$ cat src/common/branch_skip_pkg.sv
// shared constants, types and helpers of the branch and skip unit
package branch_skip_pkg;
  localparam logic [7:0] OP_BRANCH_IF_ZERO = 8'he0;
  localparam logic [7:0] OP_DECREMENT_ONE_BRANCH = 8'he6;
  localparam logic [7:0] OP_DECREMENT_TWO_BRANCH = 8'he7;
  localparam logic [7:0] OP_BRANCH_SAVE_RETURN = 8'hea;
  localparam logic [7:0] OP_SKIP_BACK_ALWAYS = 8'h4e;
  localparam logic [7:0] OP_SKIP_FORWARD_ALWAYS = 8'h4f;
  localparam logic [7:0] OP_SKIP_BACK_IF_FLAG_CLEAR = 8'h4b;
  localparam logic [7:0] OP_SKIP_FORWARD_IF_FLAG_CLEAR = 8'h49;

  localparam logic [4:0] REG_CONTROL = 5'h00;
  localparam logic [4:0] REG_INSTRUCTION = 5'h04;
  localparam logic [4:0] REG_BASE_TARGET = 5'h08;
  localparam logic [4:0] REG_PROGRAM_ADDR = 5'h0c;
  localparam logic [4:0] REG_CONDITION = 5'h10;
  localparam logic [4:0] REG_STATUS = 5'h14;
  localparam logic [4:0] REG_GPR_SELECT = 5'h18;
  localparam logic [4:0] REG_GPR_DATA = 5'h1c;

  localparam int CTRL_START_BIT = 0;
  localparam int STATUS_BUSY_BIT = 0;
  localparam int STATUS_DONE_BIT = 1;
  localparam int STATUS_TAKEN_BIT = 2;
  localparam int STATUS_ILLEGAL_BIT = 3;
  localparam logic [3:0] COND_EQUAL_POS = 4'h3;

  localparam logic [15:0] WORD_RESET = 16'h0000;
  localparam logic [15:0] ONE_WORD_BYTES = 16'h0002;
  localparam logic [15:0] TWO_WORD_BYTES = 16'h0004;
  localparam logic [15:0] DECREMENT_ONE = 16'h0001;
  localparam logic [15:0] DECREMENT_TWO = 16'h0002;

  typedef enum logic [7:0] {
    ST_IDLE = 8'h01,
    ST_TGT_IDX = 8'h02,
    ST_TGT_MEM = 8'h04,
    ST_OPR = 8'h08,
    ST_OPR_MEM = 8'h10,
    ST_EXEC = 8'h20,
    ST_WB_REG = 8'h40,
    ST_WB_MEM = 8'h80
  } state_e;

  // 16-bit wraparound add
  function automatic logic [15:0] add16(input logic [15:0] a, input logic [15:0] b);
    add16 = a + b;
  endfunction

  // bit positions count from the msb: position 0 is bit 15
  function automatic logic cond_bit(input logic [15:0] cond, input logic [3:0] pos);
    cond_bit = cond[4'hf - pos];
  endfunction

  // word count doubled into bytes, applied forward or back
  function automatic logic [15:0] skip_target(input logic [15:0] pc, input logic [7:0] count,
                                              input logic back);
    logic [15:0] bytes;
    bytes = {7'h00, count, 1'b0};
    skip_target = back ? pc - bytes : pc + bytes;
  endfunction

  // byte-lane merge of a 16-bit register
  function automatic logic [15:0] merge16(input logic [15:0] old, input logic [31:0] wd,
                                          input logic [3:0] be);
    merge16 = {be[1] ? wd[15:8] : old[15:8], be[0] ? wd[7:0] : old[7:0]};
  endfunction
endpackage

$ cat src/logic/gpr_file.sv
// eight 16-bit general registers, one write port, registered read
`timescale 1ns/1ps
module gpr_file
  import branch_skip_pkg::*;
(
  input wire logic clk,
  input wire logic rst_b,
  input wire logic we,
  input wire logic [2:0] waddr,
  input wire logic [15:0] wdata,
  input wire logic [2:0] raddr,
  output logic [15:0] rdata
);
  logic [15:0] mem_q [8];

  always_ff @(posedge clk) begin
    if (we) begin
      mem_q[waddr] <= wdata;
    end
  end

  always_ff @(posedge clk) begin
    if (!rst_b) begin
      rdata <= WORD_RESET;
    end else begin
      rdata <= mem_q[raddr];
    end
  end
endmodule

$ cat src/logic/skip_resolver.sv
// decodes the one-word skip group and forms its next program address
`timescale 1ns/1ps
module skip_resolver
  import branch_skip_pkg::*;
(
  input wire logic [15:0] instr,
  input wire logic [15:0] pc,
  input wire logic [15:0] cond,
  output logic is_skip,
  output logic jump,
  output logic [15:0] next_pc
);
  logic back;
  logic [7:0] count;

  always_comb begin
    is_skip = 1'b1;
    jump = 1'b0;
    back = 1'b0;
    count = 8'h00;
    case (instr[15:8])
      OP_SKIP_BACK_ALWAYS: begin
        jump = 1'b1;
        back = 1'b1;
        count = instr[7:0];
      end
      OP_SKIP_FORWARD_ALWAYS: begin
        jump = 1'b1;
        count = instr[7:0];
      end
      OP_SKIP_BACK_IF_FLAG_CLEAR: begin
        jump = !cond_bit(cond, instr[3:0]);
        back = 1'b1;
        count = {4'h0, instr[7:4]};
      end
      OP_SKIP_FORWARD_IF_FLAG_CLEAR: begin
        jump = !cond_bit(cond, instr[3:0]);
        count = {4'h0, instr[7:4]};
      end
      default: begin
        is_skip = 1'b0;
      end
    endcase
    next_pc = jump ? skip_target(pc, count, back) : add16(pc, ONE_WORD_BYTES);
  end
endmodule

$ cat src/logic/branch_skip_unit.sv
// branch and skip execution unit with avalon register access
//
// Operation
// - zero-test branch jumps when operand is all zero, else next instruction
// - tested operand is a 16-bit word from register or storage via register
// - zero-test branch goes to target exactly when tested operand is zero
// - decrement-one: zero falls through; else subtract one, write back, jump
// - decrement-two: zero falls through; else subtract two, write back, jump
// - indirect decrement updates storage word addressed by the register
// - target is base word, optionally indexed by first register, optionally indirect
// - save-return always jumps and saves program address plus four
// - return address goes to second register, or storage it points to
// - skip back subtracts doubled 8-bit count in bits 0-7 from program address
// - skip forward adds doubled 8-bit count to program address
// - every skip doubles its word count into bytes
// - flag-clear skip back moves back when flag clear, else next instruction
// - condition skips: count in bits 4-7, flag index in bits 0-3
// - condition position 3 is the equal indication
`timescale 1ns/1ps
module branch_skip_unit
  import branch_skip_pkg::*;
(
  input wire logic clk,
  input wire logic rst_b,
  input wire logic [4:0] avs_address,
  input wire logic avs_read,
  input wire logic avs_write,
  input wire logic [31:0] avs_writedata,
  input wire logic [3:0] avs_byteenable,
  output logic [31:0] avs_readdata,
  output logic avs_waitrequest,
  output logic mem_req,
  output logic mem_we,
  output logic [15:0] mem_addr,
  output logic [15:0] mem_wdata,
  input wire logic [15:0] mem_rdata,
  input wire logic mem_ack,
  output logic [15:0] program_addr,
  output logic equal_flag
);
  logic [15:0] instr_q, base_q, pc_q, cond_q;
  logic [15:0] tgt_q, opnd_q, ptr_q, wval_q;
  logic [2:0] sel_q;
  logic start_q, done_q, taken_q, illegal_q, resp_q;
  logic [31:0] rdata_q;
  state_e st_q;

  logic [7:0] opcode;
  logic tgt_ind, r2_ind, busy, bus_req, bus_wr, bus_rd_setup, is_branch, opnd_zero;
  logic [2:0] r1, r2, gpr_raddr, gpr_waddr;
  logic [15:0] gpr_rdata, gpr_wdata, skip_pc, dec_amount;
  logic skip_hit, skip_jump, gpr_we, finish;

  assign opcode = instr_q[15:8];
  assign tgt_ind = instr_q[7];
  assign r1 = instr_q[6:4];
  assign r2_ind = instr_q[3];
  assign r2 = instr_q[2:0];
  assign is_branch = (opcode == OP_BRANCH_IF_ZERO) || (opcode == OP_DECREMENT_ONE_BRANCH) ||
                     (opcode == OP_DECREMENT_TWO_BRANCH) || (opcode == OP_BRANCH_SAVE_RETURN);
  assign opnd_zero = (opnd_q == WORD_RESET);
  assign dec_amount = (opcode == OP_DECREMENT_TWO_BRANCH) ? DECREMENT_TWO : DECREMENT_ONE;
  assign busy = start_q || (st_q != ST_IDLE);

  skip_resolver u_skip (
    .instr(instr_q),
    .pc(pc_q),
    .cond(cond_q),
    .is_skip(skip_hit),
    .jump(skip_jump),
    .next_pc(skip_pc)
  );

  // bus: one wait cycle, then the access completes
  assign bus_req = avs_read || avs_write;
  assign avs_waitrequest = bus_req && !resp_q;
  assign bus_wr = avs_write && resp_q;
  assign bus_rd_setup = avs_read && !resp_q;
  assign avs_readdata = rdata_q;

  always_ff @(posedge clk) begin
    if (!rst_b) begin
      resp_q <= 1'b0;
    end else begin
      resp_q <= bus_req && !resp_q;
    end
  end

  always_ff @(posedge clk) begin
    if (!rst_b) begin
      rdata_q <= 32'h0000_0000;
    end else if (bus_rd_setup) begin
      case (avs_address)
        REG_INSTRUCTION: rdata_q <= {16'h0000, instr_q};
        REG_BASE_TARGET: rdata_q <= {16'h0000, base_q};
        REG_PROGRAM_ADDR: rdata_q <= {16'h0000, pc_q};
        REG_CONDITION: rdata_q <= {16'h0000, cond_q};
        REG_STATUS: rdata_q <= {28'h0000000, illegal_q, taken_q, done_q, busy};
        REG_GPR_SELECT: rdata_q <= {29'h00000000, sel_q};
        REG_GPR_DATA: rdata_q <= {16'h0000, gpr_rdata};
        default: rdata_q <= 32'h0000_0000;
      endcase
    end
  end

  // configuration writes are ignored while an instruction runs
  always_ff @(posedge clk) begin
    if (!rst_b) begin
      instr_q <= WORD_RESET;
      base_q <= WORD_RESET;
      cond_q <= WORD_RESET;
      sel_q <= 3'h0;
    end else if (bus_wr && !busy) begin
      case (avs_address)
        REG_INSTRUCTION: instr_q <= merge16(instr_q, avs_writedata, avs_byteenable);
        REG_BASE_TARGET: base_q <= merge16(base_q, avs_writedata, avs_byteenable);
        REG_CONDITION: cond_q <= merge16(cond_q, avs_writedata, avs_byteenable);
        REG_GPR_SELECT: begin
          if (avs_byteenable[0]) begin
            sel_q <= avs_writedata[2:0];
          end
        end
        default: ;
      endcase
    end
  end

  always_ff @(posedge clk) begin
    if (!rst_b) begin
      start_q <= 1'b0;
    end else begin
      start_q <= bus_wr && !busy && (avs_address == REG_CONTROL) && avs_byteenable[0] &&
                 avs_writedata[CTRL_START_BIT];
    end
  end

  // register file: index/operand reads during execution, bus access when idle
  assign gpr_raddr = (st_q == ST_IDLE) ? (start_q ? r1 : sel_q) : r2;
  assign gpr_we = (st_q == ST_WB_REG) || (bus_wr && !busy && (avs_address == REG_GPR_DATA));
  assign gpr_waddr = (st_q == ST_WB_REG) ? r2 : sel_q;
  assign gpr_wdata = (st_q == ST_WB_REG) ? wval_q : merge16(gpr_rdata, avs_writedata,
                                                             avs_byteenable);

  gpr_file u_gpr (
    .clk(clk),
    .rst_b(rst_b),
    .we(gpr_we),
    .waddr(gpr_waddr),
    .wdata(gpr_wdata),
    .raddr(gpr_raddr),
    .rdata(gpr_rdata)
  );

  // storage port
  assign mem_req = (st_q == ST_TGT_MEM) || (st_q == ST_OPR_MEM) || (st_q == ST_WB_MEM);
  assign mem_we = (st_q == ST_WB_MEM);
  assign mem_addr = (st_q == ST_TGT_MEM) ? tgt_q : ptr_q;
  assign mem_wdata = wval_q;

  always_ff @(posedge clk) begin
    if (!rst_b) begin
      st_q <= ST_IDLE;
    end else begin
      case (st_q)
        ST_IDLE: begin
          if (start_q && !skip_hit && is_branch) begin
            st_q <= ST_TGT_IDX;
          end
        end
        ST_TGT_IDX: st_q <= tgt_ind ? ST_TGT_MEM : ST_OPR;
        ST_TGT_MEM: begin
          if (mem_ack) begin
            st_q <= ST_OPR;
          end
        end
        ST_OPR: begin
          if (opcode == OP_BRANCH_SAVE_RETURN) begin
            st_q <= r2_ind ? ST_WB_MEM : ST_WB_REG;
          end else begin
            st_q <= r2_ind ? ST_OPR_MEM : ST_EXEC;
          end
        end
        ST_OPR_MEM: begin
          if (mem_ack) begin
            st_q <= ST_EXEC;
          end
        end
        ST_EXEC: begin
          if ((opcode == OP_BRANCH_IF_ZERO) || opnd_zero) begin
            st_q <= ST_IDLE;
          end else begin
            st_q <= r2_ind ? ST_WB_MEM : ST_WB_REG;
          end
        end
        ST_WB_REG: st_q <= ST_IDLE;
        ST_WB_MEM: begin
          if (mem_ack) begin
            st_q <= ST_IDLE;
          end
        end
        default: st_q <= ST_IDLE;
      endcase
    end
  end

  always_ff @(posedge clk) begin
    if (!rst_b) begin
      tgt_q <= WORD_RESET;
      ptr_q <= WORD_RESET;
      opnd_q <= WORD_RESET;
      wval_q <= WORD_RESET;
    end else begin
      if (st_q == ST_TGT_IDX) begin
        tgt_q <= add16(base_q, (r1 != 3'h0) ? gpr_rdata : WORD_RESET);
      end else if ((st_q == ST_TGT_MEM) && mem_ack) begin
        tgt_q <= mem_rdata;
      end
      if (st_q == ST_OPR) begin
        ptr_q <= gpr_rdata;
        opnd_q <= gpr_rdata;
      end else if ((st_q == ST_OPR_MEM) && mem_ack) begin
        opnd_q <= mem_rdata;
      end
      if ((st_q == ST_OPR) && (opcode == OP_BRANCH_SAVE_RETURN)) begin
        wval_q <= add16(pc_q, TWO_WORD_BYTES);
      end else if (st_q == ST_EXEC) begin
        wval_q <= opnd_q - dec_amount;
      end
    end
  end

  assign finish = (start_q && (st_q == ST_IDLE) && !is_branch) ||
                  ((st_q == ST_EXEC) && ((opcode == OP_BRANCH_IF_ZERO) || opnd_zero)) ||
                  (st_q == ST_WB_REG) || ((st_q == ST_WB_MEM) && mem_ack);

  always_ff @(posedge clk) begin
    if (!rst_b) begin
      pc_q <= WORD_RESET;
      taken_q <= 1'b0;
    end else if (bus_wr && !busy && (avs_address == REG_PROGRAM_ADDR)) begin
      pc_q <= merge16(pc_q, avs_writedata, avs_byteenable);
    end else if (start_q && (st_q == ST_IDLE) && skip_hit) begin
      pc_q <= skip_pc;
      taken_q <= skip_jump;
    end else if (start_q && (st_q == ST_IDLE)) begin
      // no stale taken flag survives into a new instruction
      taken_q <= 1'b0;
    end else if ((st_q == ST_OPR) && (opcode == OP_BRANCH_SAVE_RETURN)) begin
      pc_q <= tgt_q;
      taken_q <= 1'b1;
    end else if (st_q == ST_EXEC) begin
      if (opcode == OP_BRANCH_IF_ZERO) begin
        pc_q <= opnd_zero ? tgt_q : add16(pc_q, TWO_WORD_BYTES);
        taken_q <= opnd_zero;
      end else begin
        pc_q <= opnd_zero ? add16(pc_q, TWO_WORD_BYTES) : tgt_q;
        taken_q <= !opnd_zero;
      end
    end
  end

  always_ff @(posedge clk) begin
    if (!rst_b) begin
      done_q <= 1'b0;
      illegal_q <= 1'b0;
    end else if (finish) begin
      done_q <= 1'b1;
      illegal_q <= start_q && !skip_hit && !is_branch;
    end else if (start_q) begin
      done_q <= 1'b0;
      illegal_q <= 1'b0;
    end
  end

  assign program_addr = pc_q;
  assign equal_flag = cond_bit(cond_q, COND_EQUAL_POS);
endmodule

$ cat config.mk
export PLATFORM = sky130hd
export DESIGN_NAME = branch_skip_unit
export DESIGN_NICKNAME = d
export VERILOG_FILES = /design/src/common/branch_skip_pkg.sv /design/src/logic/gpr_file.sv /design/src/logic/skip_resolver.sv /design/src/logic/branch_skip_unit.sv
export SDC_FILE = /design/constraint.sdc
export NUM_CORES = 1
export LEC_CHECK = 0
export ABC_AREA = 0
export BUFFER_PORTS_ARGS = -buffer_cell sky130_fd_sc_hd__clkbuf_2
export CORE_MARGIN = 8
export CORE_UTILIZATION = 45
export DETAILED_ROUTE_END_ITERATION = 12
export PLACE_DENSITY = 0.68
export SLEW_MARGIN = 20
export SYNTH_ARGS = -nofsm -noshare
export SYNTH_HDL_FRONTEND = slang
export SYNTH_HIERARCHICAL = 1
export SYNTH_SLANG_ARGS = --single-unit
$ cat constraint.sdc
create_clock -name clk -period 5.1 [get_ports clk]
set_input_delay 0.765 -clock clk [delete_from_list [all_inputs] [get_ports clk]]
set_output_delay 0.765 -clock clk [all_outputs]
set_load 0.02 [all_outputs]
==> flow_metrics.py, run 1 <==
metrics = {
    "timing": {
        "tns_ns": 0,
        "finClkSkew_ns": 0.0202,
        "final.period_utilization_pct": 92.3,
        "hold_violations": 0,
        "rsz0062_at_grt": "no",
        "tightest_slew_ns": 0.998,
        "drv_slew": 0,
        "max_freq_mhz": 212,
        "fin_crit_ns": 4.71,
        "setup_viol": 0,
        "max_slew_margin_pct": 33.3,
    },
    "placed_design": {
        "dpl_cell_area_mm2": 0.0169,
        "place_hpwl_um": 38500,
        "numPortBuffers": 111,
        "gp_congestion": 0.970,
    },
    "power": {
        "p_per_area_mw_per_mm2": 297,
        "vdd_drop_max_mv": 0.283,
        "leakagePower_uw": 0.00687,
    },
    "route": {
        "vias": 13500,
        "drt-initial-drc-count": 1548,
        "avgViaCountPerCell": 6.23,
        "ant_nets": 0,
        "drtPass1Iterations": 12,
        "wl_per_cell_um": 24.7,
        "wirelength_um": 53700,
        "drc": 0,
    },
    "status": {
        "status": "completed",
    },
    "floorplan": {
        "rows": 69,
        "die_h_um": 205,
        "start_util_pct": 45.4,
        "die_w_um": 205,
        "core_area_mm2": 0.0354,
        "die_area_mm2": 0.0420,
        "ios": 146,
    },
    "critical_path": {
        "crit_path_start_kind": "flop",
        "worst-path-buf-inv": 1,
        "cp_max_fo": 12,
        "cp_data_arrival_time_ns": 5.17,
        "cp.required_ns": 5.57,
        "path_delay_family": "compound AO/OA/AOI/OAI gates",
        "critical_path.cell_chain": "mux4_1 > o211ai_1 > o311ai_4 > inv_1 > nand3_1 > o21ai_0 > ha_1 > and3_1 > a221oi_1 > a21bo_2 > a311oi_1 > o31ai_1 > xnor2_1 > nand2_1 > a21oi_1 > a32oi_1 > o21ai_1",
        "slowest_delay_ns": 0.63,
        "crit_type": "flop to flop",
        "cp_slowest_cell": "mux4_1",
        "cp-end-kind": "flop",
    },
    "worst_hold_path": {
        "hold_path_class": "flop to flop",
    },
    "global_route": {
        "grt_pass1_vias": 12900,
        "track_usage_pct": 24.8,
        "grt_first_pass_wirelength_um": 79900,
        "grt_overflow_total": 0,
        "grt_start_max_net_pins": 70,
        "antenna_found_initial": 1,
    },
    "clock_network": {
        "numCtsBuffers": 35,
        "post_cts_buffers": 0,
        "holdBufCountCts": 0,
        "cts_buffer_depth": 3,
        "cts_tree": "yes",
        "cts_sinks": 304,
        "worstSkewPairLatency_ns": 0.54,
        "clk_pin_slew_ns": 0.06,
        "cts_resized": 0,
        "htree_levels": 2,
        "clockRootBuffer": "clkbuf_16",
    },
    "cells_and_area": {
        "final_cell_area_mm2": 0.0181,
        "final_nets": 1789,
        "areaGrowthSynthToFinish_pct": 12.6,
        "mostFrequentLayoutCells": "nand2_1 (216), dfxtp_1 (176), a21oi_1 (170)",
        "drive_gt1_share_pct": 15.1,
        "n_fill_cell": 3242,
        "final_common_cell": "nand2_1",
    },
    "synth": {
        "synth_area_mm2": 0.0161,
        "ys_seq_area_share_pct": 45.9,
        "yosys_register_bits": 304,
        "synth_edf_count": 128,
        "async_reset_ff_share_pct": 0,
        "synth_cell_types": 89,
        "netlist_top_cells_area": "edfxtp_1 (24%), dfxtp_1 (22%), mux2i_1 (5.9%), a21oi_1 (5.3%), nand2_1 (5.0%)",
        "postSynthAreaPerCell_um2": 9.93,
        "synth_cells": 1618,
        "synthFlopType": "dfxtp_1",
        "synth_top_area_share_pct": 23.9,
        "synth_top_cell_by_area": "edfxtp_1",
        "ys.warnings.count": 6,
    },
    "job": {
        "drv_cap": 0,
    },
}
==> logic make-up (layout without fill, tap and decap cells) <==
group | count (synthesis) | after routing | synth area share (%)
xor+xnor | 57 | 57 | 3.11
compound gates | 421 | 421 | 17.4
fa+ha+maj | 39 | 39 | 3.18
flops | 304 | 304 | 45.9
other cells | 1 | 17 | 0.0234
simple gates | 527 | 527 | 16.0
buf+inv | 131 | 211 | 4.01
mux | 138 | 138 | 10.4
==> cell usage after synthesis, types with 22 or more instances <==
| cell | n |
|---|---|
| mux2i_1 | 94 |
| ha_1 | 36 |
| a21oi_1 | 170 |
| nor2_1 | 120 |
| nand3_1 | 25 |
| nor3_1 | 22 |
| xnor2_1 | 41 |
| nand2_1 | 216 |
| dfxtp_1 | 176 |
| clkbuf_1 | 69 |
| a211oi_1 | 31 |
| edfxtp_1 | 128 |
| nor2b_1 | 27 |
| a22oi_1 | 45 |
| mux2_2 | 24 |
| buf_4 | 23 |
| o21ai_0 | 38 |
==> worst register-to-register path, stage by stage, from the launching register on <==
cell and delay, ns:
dfxtp_1 0.62, mux4_1 0.64, o211ai_1 0.43, o311ai_4 0.24, inv_1 0.18, nand3_1 0.08
o21ai_0 0.08, ha_1 0.30, and3_1 0.25, a221oi_1 0.37, a21bo_2 0.28, a311oi_1 0.38
o31ai_1 0.13, xnor2_1 0.19, nand2_1 0.07, a21oi_1 0.16, a32oi_1 0.11, o21ai_1 0.12
==> registers in the layout (all words and copies together), names as in the netlist <==
signal	count
resp_q	1
program_addr	16
ptr_q	16
taken_q	1
tgt_q	16
illegal_q	1
opnd_q	16
u_gpr/mem_q	128
mem_wdata	16
done_q	1
avs_readdata	16
cond_q	16
u_gpr/rdata	16
st_q	8
start_q	1
base_q	16
instr_q	16
sel_q	3
==> per-layer routing <==
| metal | GRT usage [%] | wire length (um) |
|---|---|---|
| met1 | 31.2 | 21200 |
| met2 | 40.4 | 25300 |
| met4 | 13.5 | 3010 |
| met3 | 4.13 | 4280 |
| met5 | 0 | 0 |
==> worst paths after layout <==
path	to	depth (start not counted)	start	slack [ns]
worst min register to register	ptr_q[4]	2	ptr_q[4]	0.45
worst max-delay path	program_addr[15]	17	instr_q[0]	0.39
worst min-delay path	ptr_q[4]	2	ptr_q[4]	0.45
worst max register to register	program_addr[15]	17	instr_q[0]	0.39
==> through the flow <==
stage / worst slack [ns] / hold WS, ns / utilization (%) / total power (uW) / instances
floorplan: 1.20 / 0.433 / - / 2690 / 1633
global placement: 0.617 / 0.439 / 47.7 / 2770 / 2112
detailed placement: 0.530 / 0.443 / 47.7 / 2770 / 2112
CTS: 0.497 / 0.451 / 51.1 / 5400 / 2174
global route: 0.146 / 0.476 / 51.1 / 5500 / 2175
finish: 0.394 / 0.451 / 51.1 / 5370 / 2175
==> area by class of cell <==
cell class	count	area [um2]	area share, %
Antenna cell	1	2.50	0.0138
Clock buffer	44	941	5.20
Clock inverter	18	264	1.46
Inverter	15	58.8	0.325
Multi-Input combinational cell	1198	8140	45.0
Sequential cell	304	7370	40.8
Tap cell	461	577	3.19
Timing Repair Buffer	134	728	4.03
==> power by group <==
group	internal (uW)	leakage [uW]	switching [uW]
Sequential	2540	0.00258	13.7
Combinational	36.5	0.00371	129
Clock	1580	0.000582	1060
Total	4160	0.00687	1200
Power figures use the tool's default switching activity.
==> run 2: changes to the inputs <==
--- a/config.mk
+++ b/config.mk
@@ -6,7 +6,7 @@
 export NUM_CORES = 1
 export LEC_CHECK = 0
 export ABC_AREA = 0
-export BUFFER_PORTS_ARGS = -buffer_cell sky130_fd_sc_hd__clkbuf_2
+export BUFFER_PORTS_ARGS = -buffer_cell sky130_fd_sc_hd__buf_2
 export CORE_MARGIN = 8
 export CORE_UTILIZATION = 45
 export DETAILED_ROUTE_END_ITERATION = 12
@@ -16,3 +16,4 @@
 export SYNTH_HDL_FRONTEND = slang
 export SYNTH_HIERARCHICAL = 1
 export SYNTH_SLANG_ARGS = --single-unit
+export TNS_END_PERCENT = 100
==> flow_metrics.py, run 2 (synthesized netlist as in run 1, its figures left out) <==
metrics = {
    "floorplan": {
        "core_area_mm2": 0.0354,
        "die_area_mm2": 0.0420,
        "die_h_um": 205,
        "ios": 146,
        "die_w_um": 205,
        "start_util_pct": 45.4,
        "rows": 69,
    },
    "power": {
        "vdd_drop_max_mv": 0.264,
        "power_frac_comb_pct": 3.2,
        "intPower_uw": 4010,
        "p_per_area_mw_per_mm2": 288,
        "leakagePower_uw": 0.00692,
        "seqPwrFrac_pct": 49.3,
        "p_sw_share_pct": 22.7,
        "power.switching_uw": 1180,
        "power_frac_clock_pct": 47.5,
    },
    "critical_path": {
        "cp.required_ns": 5.57,
        "slowest_delay_ns": 0.61,
        "critical_path.cell_chain": "mux4_1 > o211ai_1 > o311ai_4 > inv_1 > nand3_1 > o21ai_0 > ha_1 > and3_1 > a221oi_1 > a21bo_2 > a311oi_1 > o31ai_1 > xnor2_1 > nand2_1 > a21oi_1 > a32oi_1 > o21ai_1",
        "cp_slowest_cell": "mux4_1",
        "crit_path_start_kind": "flop",
        "crit_type": "flop to flop",
        "worst-path-buf-inv": 1,
        "cp_max_fo": 12,
        "path_delay_family": "compound AO/OA/AOI/OAI gates",
        "cp_data_arrival_time_ns": 5.17,
        "cp-end-kind": "flop",
    },
    "clock_network": {
        "worstSkewPairLatency_ns": 0.54,
        "clk_pin_slew_ns": 0.06,
        "cts_resized": 0,
        "cts_tree": "yes",
        "clockRootBuffer": "clkbuf_16",
        "holdBufCountCts": 0,
        "cts_buffer_depth": 3,
        "htree_levels": 2,
        "numCtsBuffers": 35,
        "post_cts_buffers": 0,
        "cts_sinks": 304,
    },
    "route": {
        "drt-met1-wl_um": 20900,
        "wl_met2_um": 24600,
        "wirelength_um": 53400,
        "wl_per_cell_um": 24.5,
        "drc": 0,
        "ant_nets": 0,
        "drtPass1Iterations": 7,
        "avgViaCountPerCell": 6.23,
        "top_layer_used": "met4",
        "met3_length_um": 4610,
        "vias": 13600,
        "drt-initial-drc-count": 1350,
    },
    "placed_design": {
        "place_hpwl_um": 38600,
        "dpl_worst_slack_ns": 0.540,
        "numPortBuffers": 111,
        "dp_cells": 2116,
        "dpl_cell_area_mm2": 0.0169,
        "gp_congestion": 0.970,
    },
    "timing": {
        "tightest_slew_ns": 1.01,
        "hold_slack_ns": 0.453,
        "setup_viol": 0,
        "finClkSkew_ns": 0.0136,
        "tns_ns": 0,
        "max_slew_margin_pct": 32.2,
        "drv_slew": 0,
        "hold_violations": 0,
        "fin_crit_ns": 4.70,
        "fin_ws_ns": 0.396,
        "final.period_utilization_pct": 92.2,
        "max_freq_mhz": 213,
        "rsz0062_at_grt": "no",
    },
    "global_route": {
        "grt_pass1_vias": 12900,
        "grt_start_max_net_pins": 74,
        "track_usage_pct": 24.7,
        "grt_first_pass_wirelength_um": 79600,
        "grt_overflow_total": 0,
        "antenna_found_initial": 2,
    },
    "cells_and_area": {
        "final_common_cell": "nand2_1",
        "largest-register": "u_gpr/mem_q",
        "final_nets": 1793,
        "mostFrequentLayoutCells": "nand2_1 (216), dfxtp_1 (176), a21oi_1 (170)",
        "largest_reg_flops": 128,
        "final_cell_area_mm2": 0.0180,
        "areaGrowthSynthToFinish_pct": 12.3,
        "drive_gt1_share_pct": 15.1,
        "fin_cells": 2180,
    },
    "job": {
        "drv_cap": 0,
    },
    "worst_hold_path": {
        "hold_path_class": "flop to flop",
    },
    "status": {
        "status": "completed",
    },
}
==> run 2: cell types whose count changed in the layout (fill, tap and decap cells not counted) <==
| cell | before | now |
|---|---|---|
| buf_2 | 0 | 111 |
| clkbuf_2 | 112 | 1 |
| buf_4 | 23 | 27 |
| bufinv_16 | 5 | 1 |
| clkbuf_1 | 5 | 9 |
| clkbuf_4 | 0 | 2 |
| clkinv_4 | 0 | 2 |
| clkinvlp_2 | 2 | 0 |
| clkbuf_16 | 35 | 36 |
| clkinv_1 | 1 | 0 |
| clkinv_8 | 1 | 0 |
==> run 2: through the flow <==
stage / util [%] / power [uW]
after floorplan: - / 2690
after global placement: 47.7 / 2770
after detailed placement: 47.7 / 2770
after CTS: 50.9 / 5220
after global routing: 50.9 / 5320
final: 50.9 / 5190
==> run 2: area by class of cell <==
cell class / count / area (um2)
well taps: 461 / 577
flip-flops and latches: 304 / 7370
diodes: 1 / 2.50
multi-input cells: 1198 / 8140
clock buffers: 51 / 996
clock inverters: 12 / 131
repair buffers: 138 / 758
inverters: 15 / 58.8
fillers: 3249 / 17400
==> run 2: routing by layer <==
metal	GRT usage (%)	up-vias
met5	0	-
met1	31.0	6565
met3	4.14	193
met4	13.9	0
met2	39.9	670
li1	-	6143
==> run 2: worst paths after layout <==
path | start | end | slack (ns) | cells past startpoint
max reg2reg | instr_q[0] | program_addr[15] | 0.40 | 17
min | ptr_q[10] | ptr_q[10] | 0.45 | 2
max | instr_q[0] | program_addr[15] | 0.40 | 17
min reg2reg | ptr_q[10] | ptr_q[10] | 0.45 | 2
==> run 2: power by group through the flow <==
stage	combinational [uW]	clock, uW	sequential (uW)
floorplan	93.6	0	2600
CTS	161	2510	2550
finish	166	2470	2560
global placement	158	0	2610
detailed placement	160	0	2610
global route	174	2590	2550
==> run 2: worst min-delay path: cells and delay by family (launching register included) <==
family	cells	cell delay, ns
simple gates	1	0.05
flops	1	0.30
compound gates	1	0.05
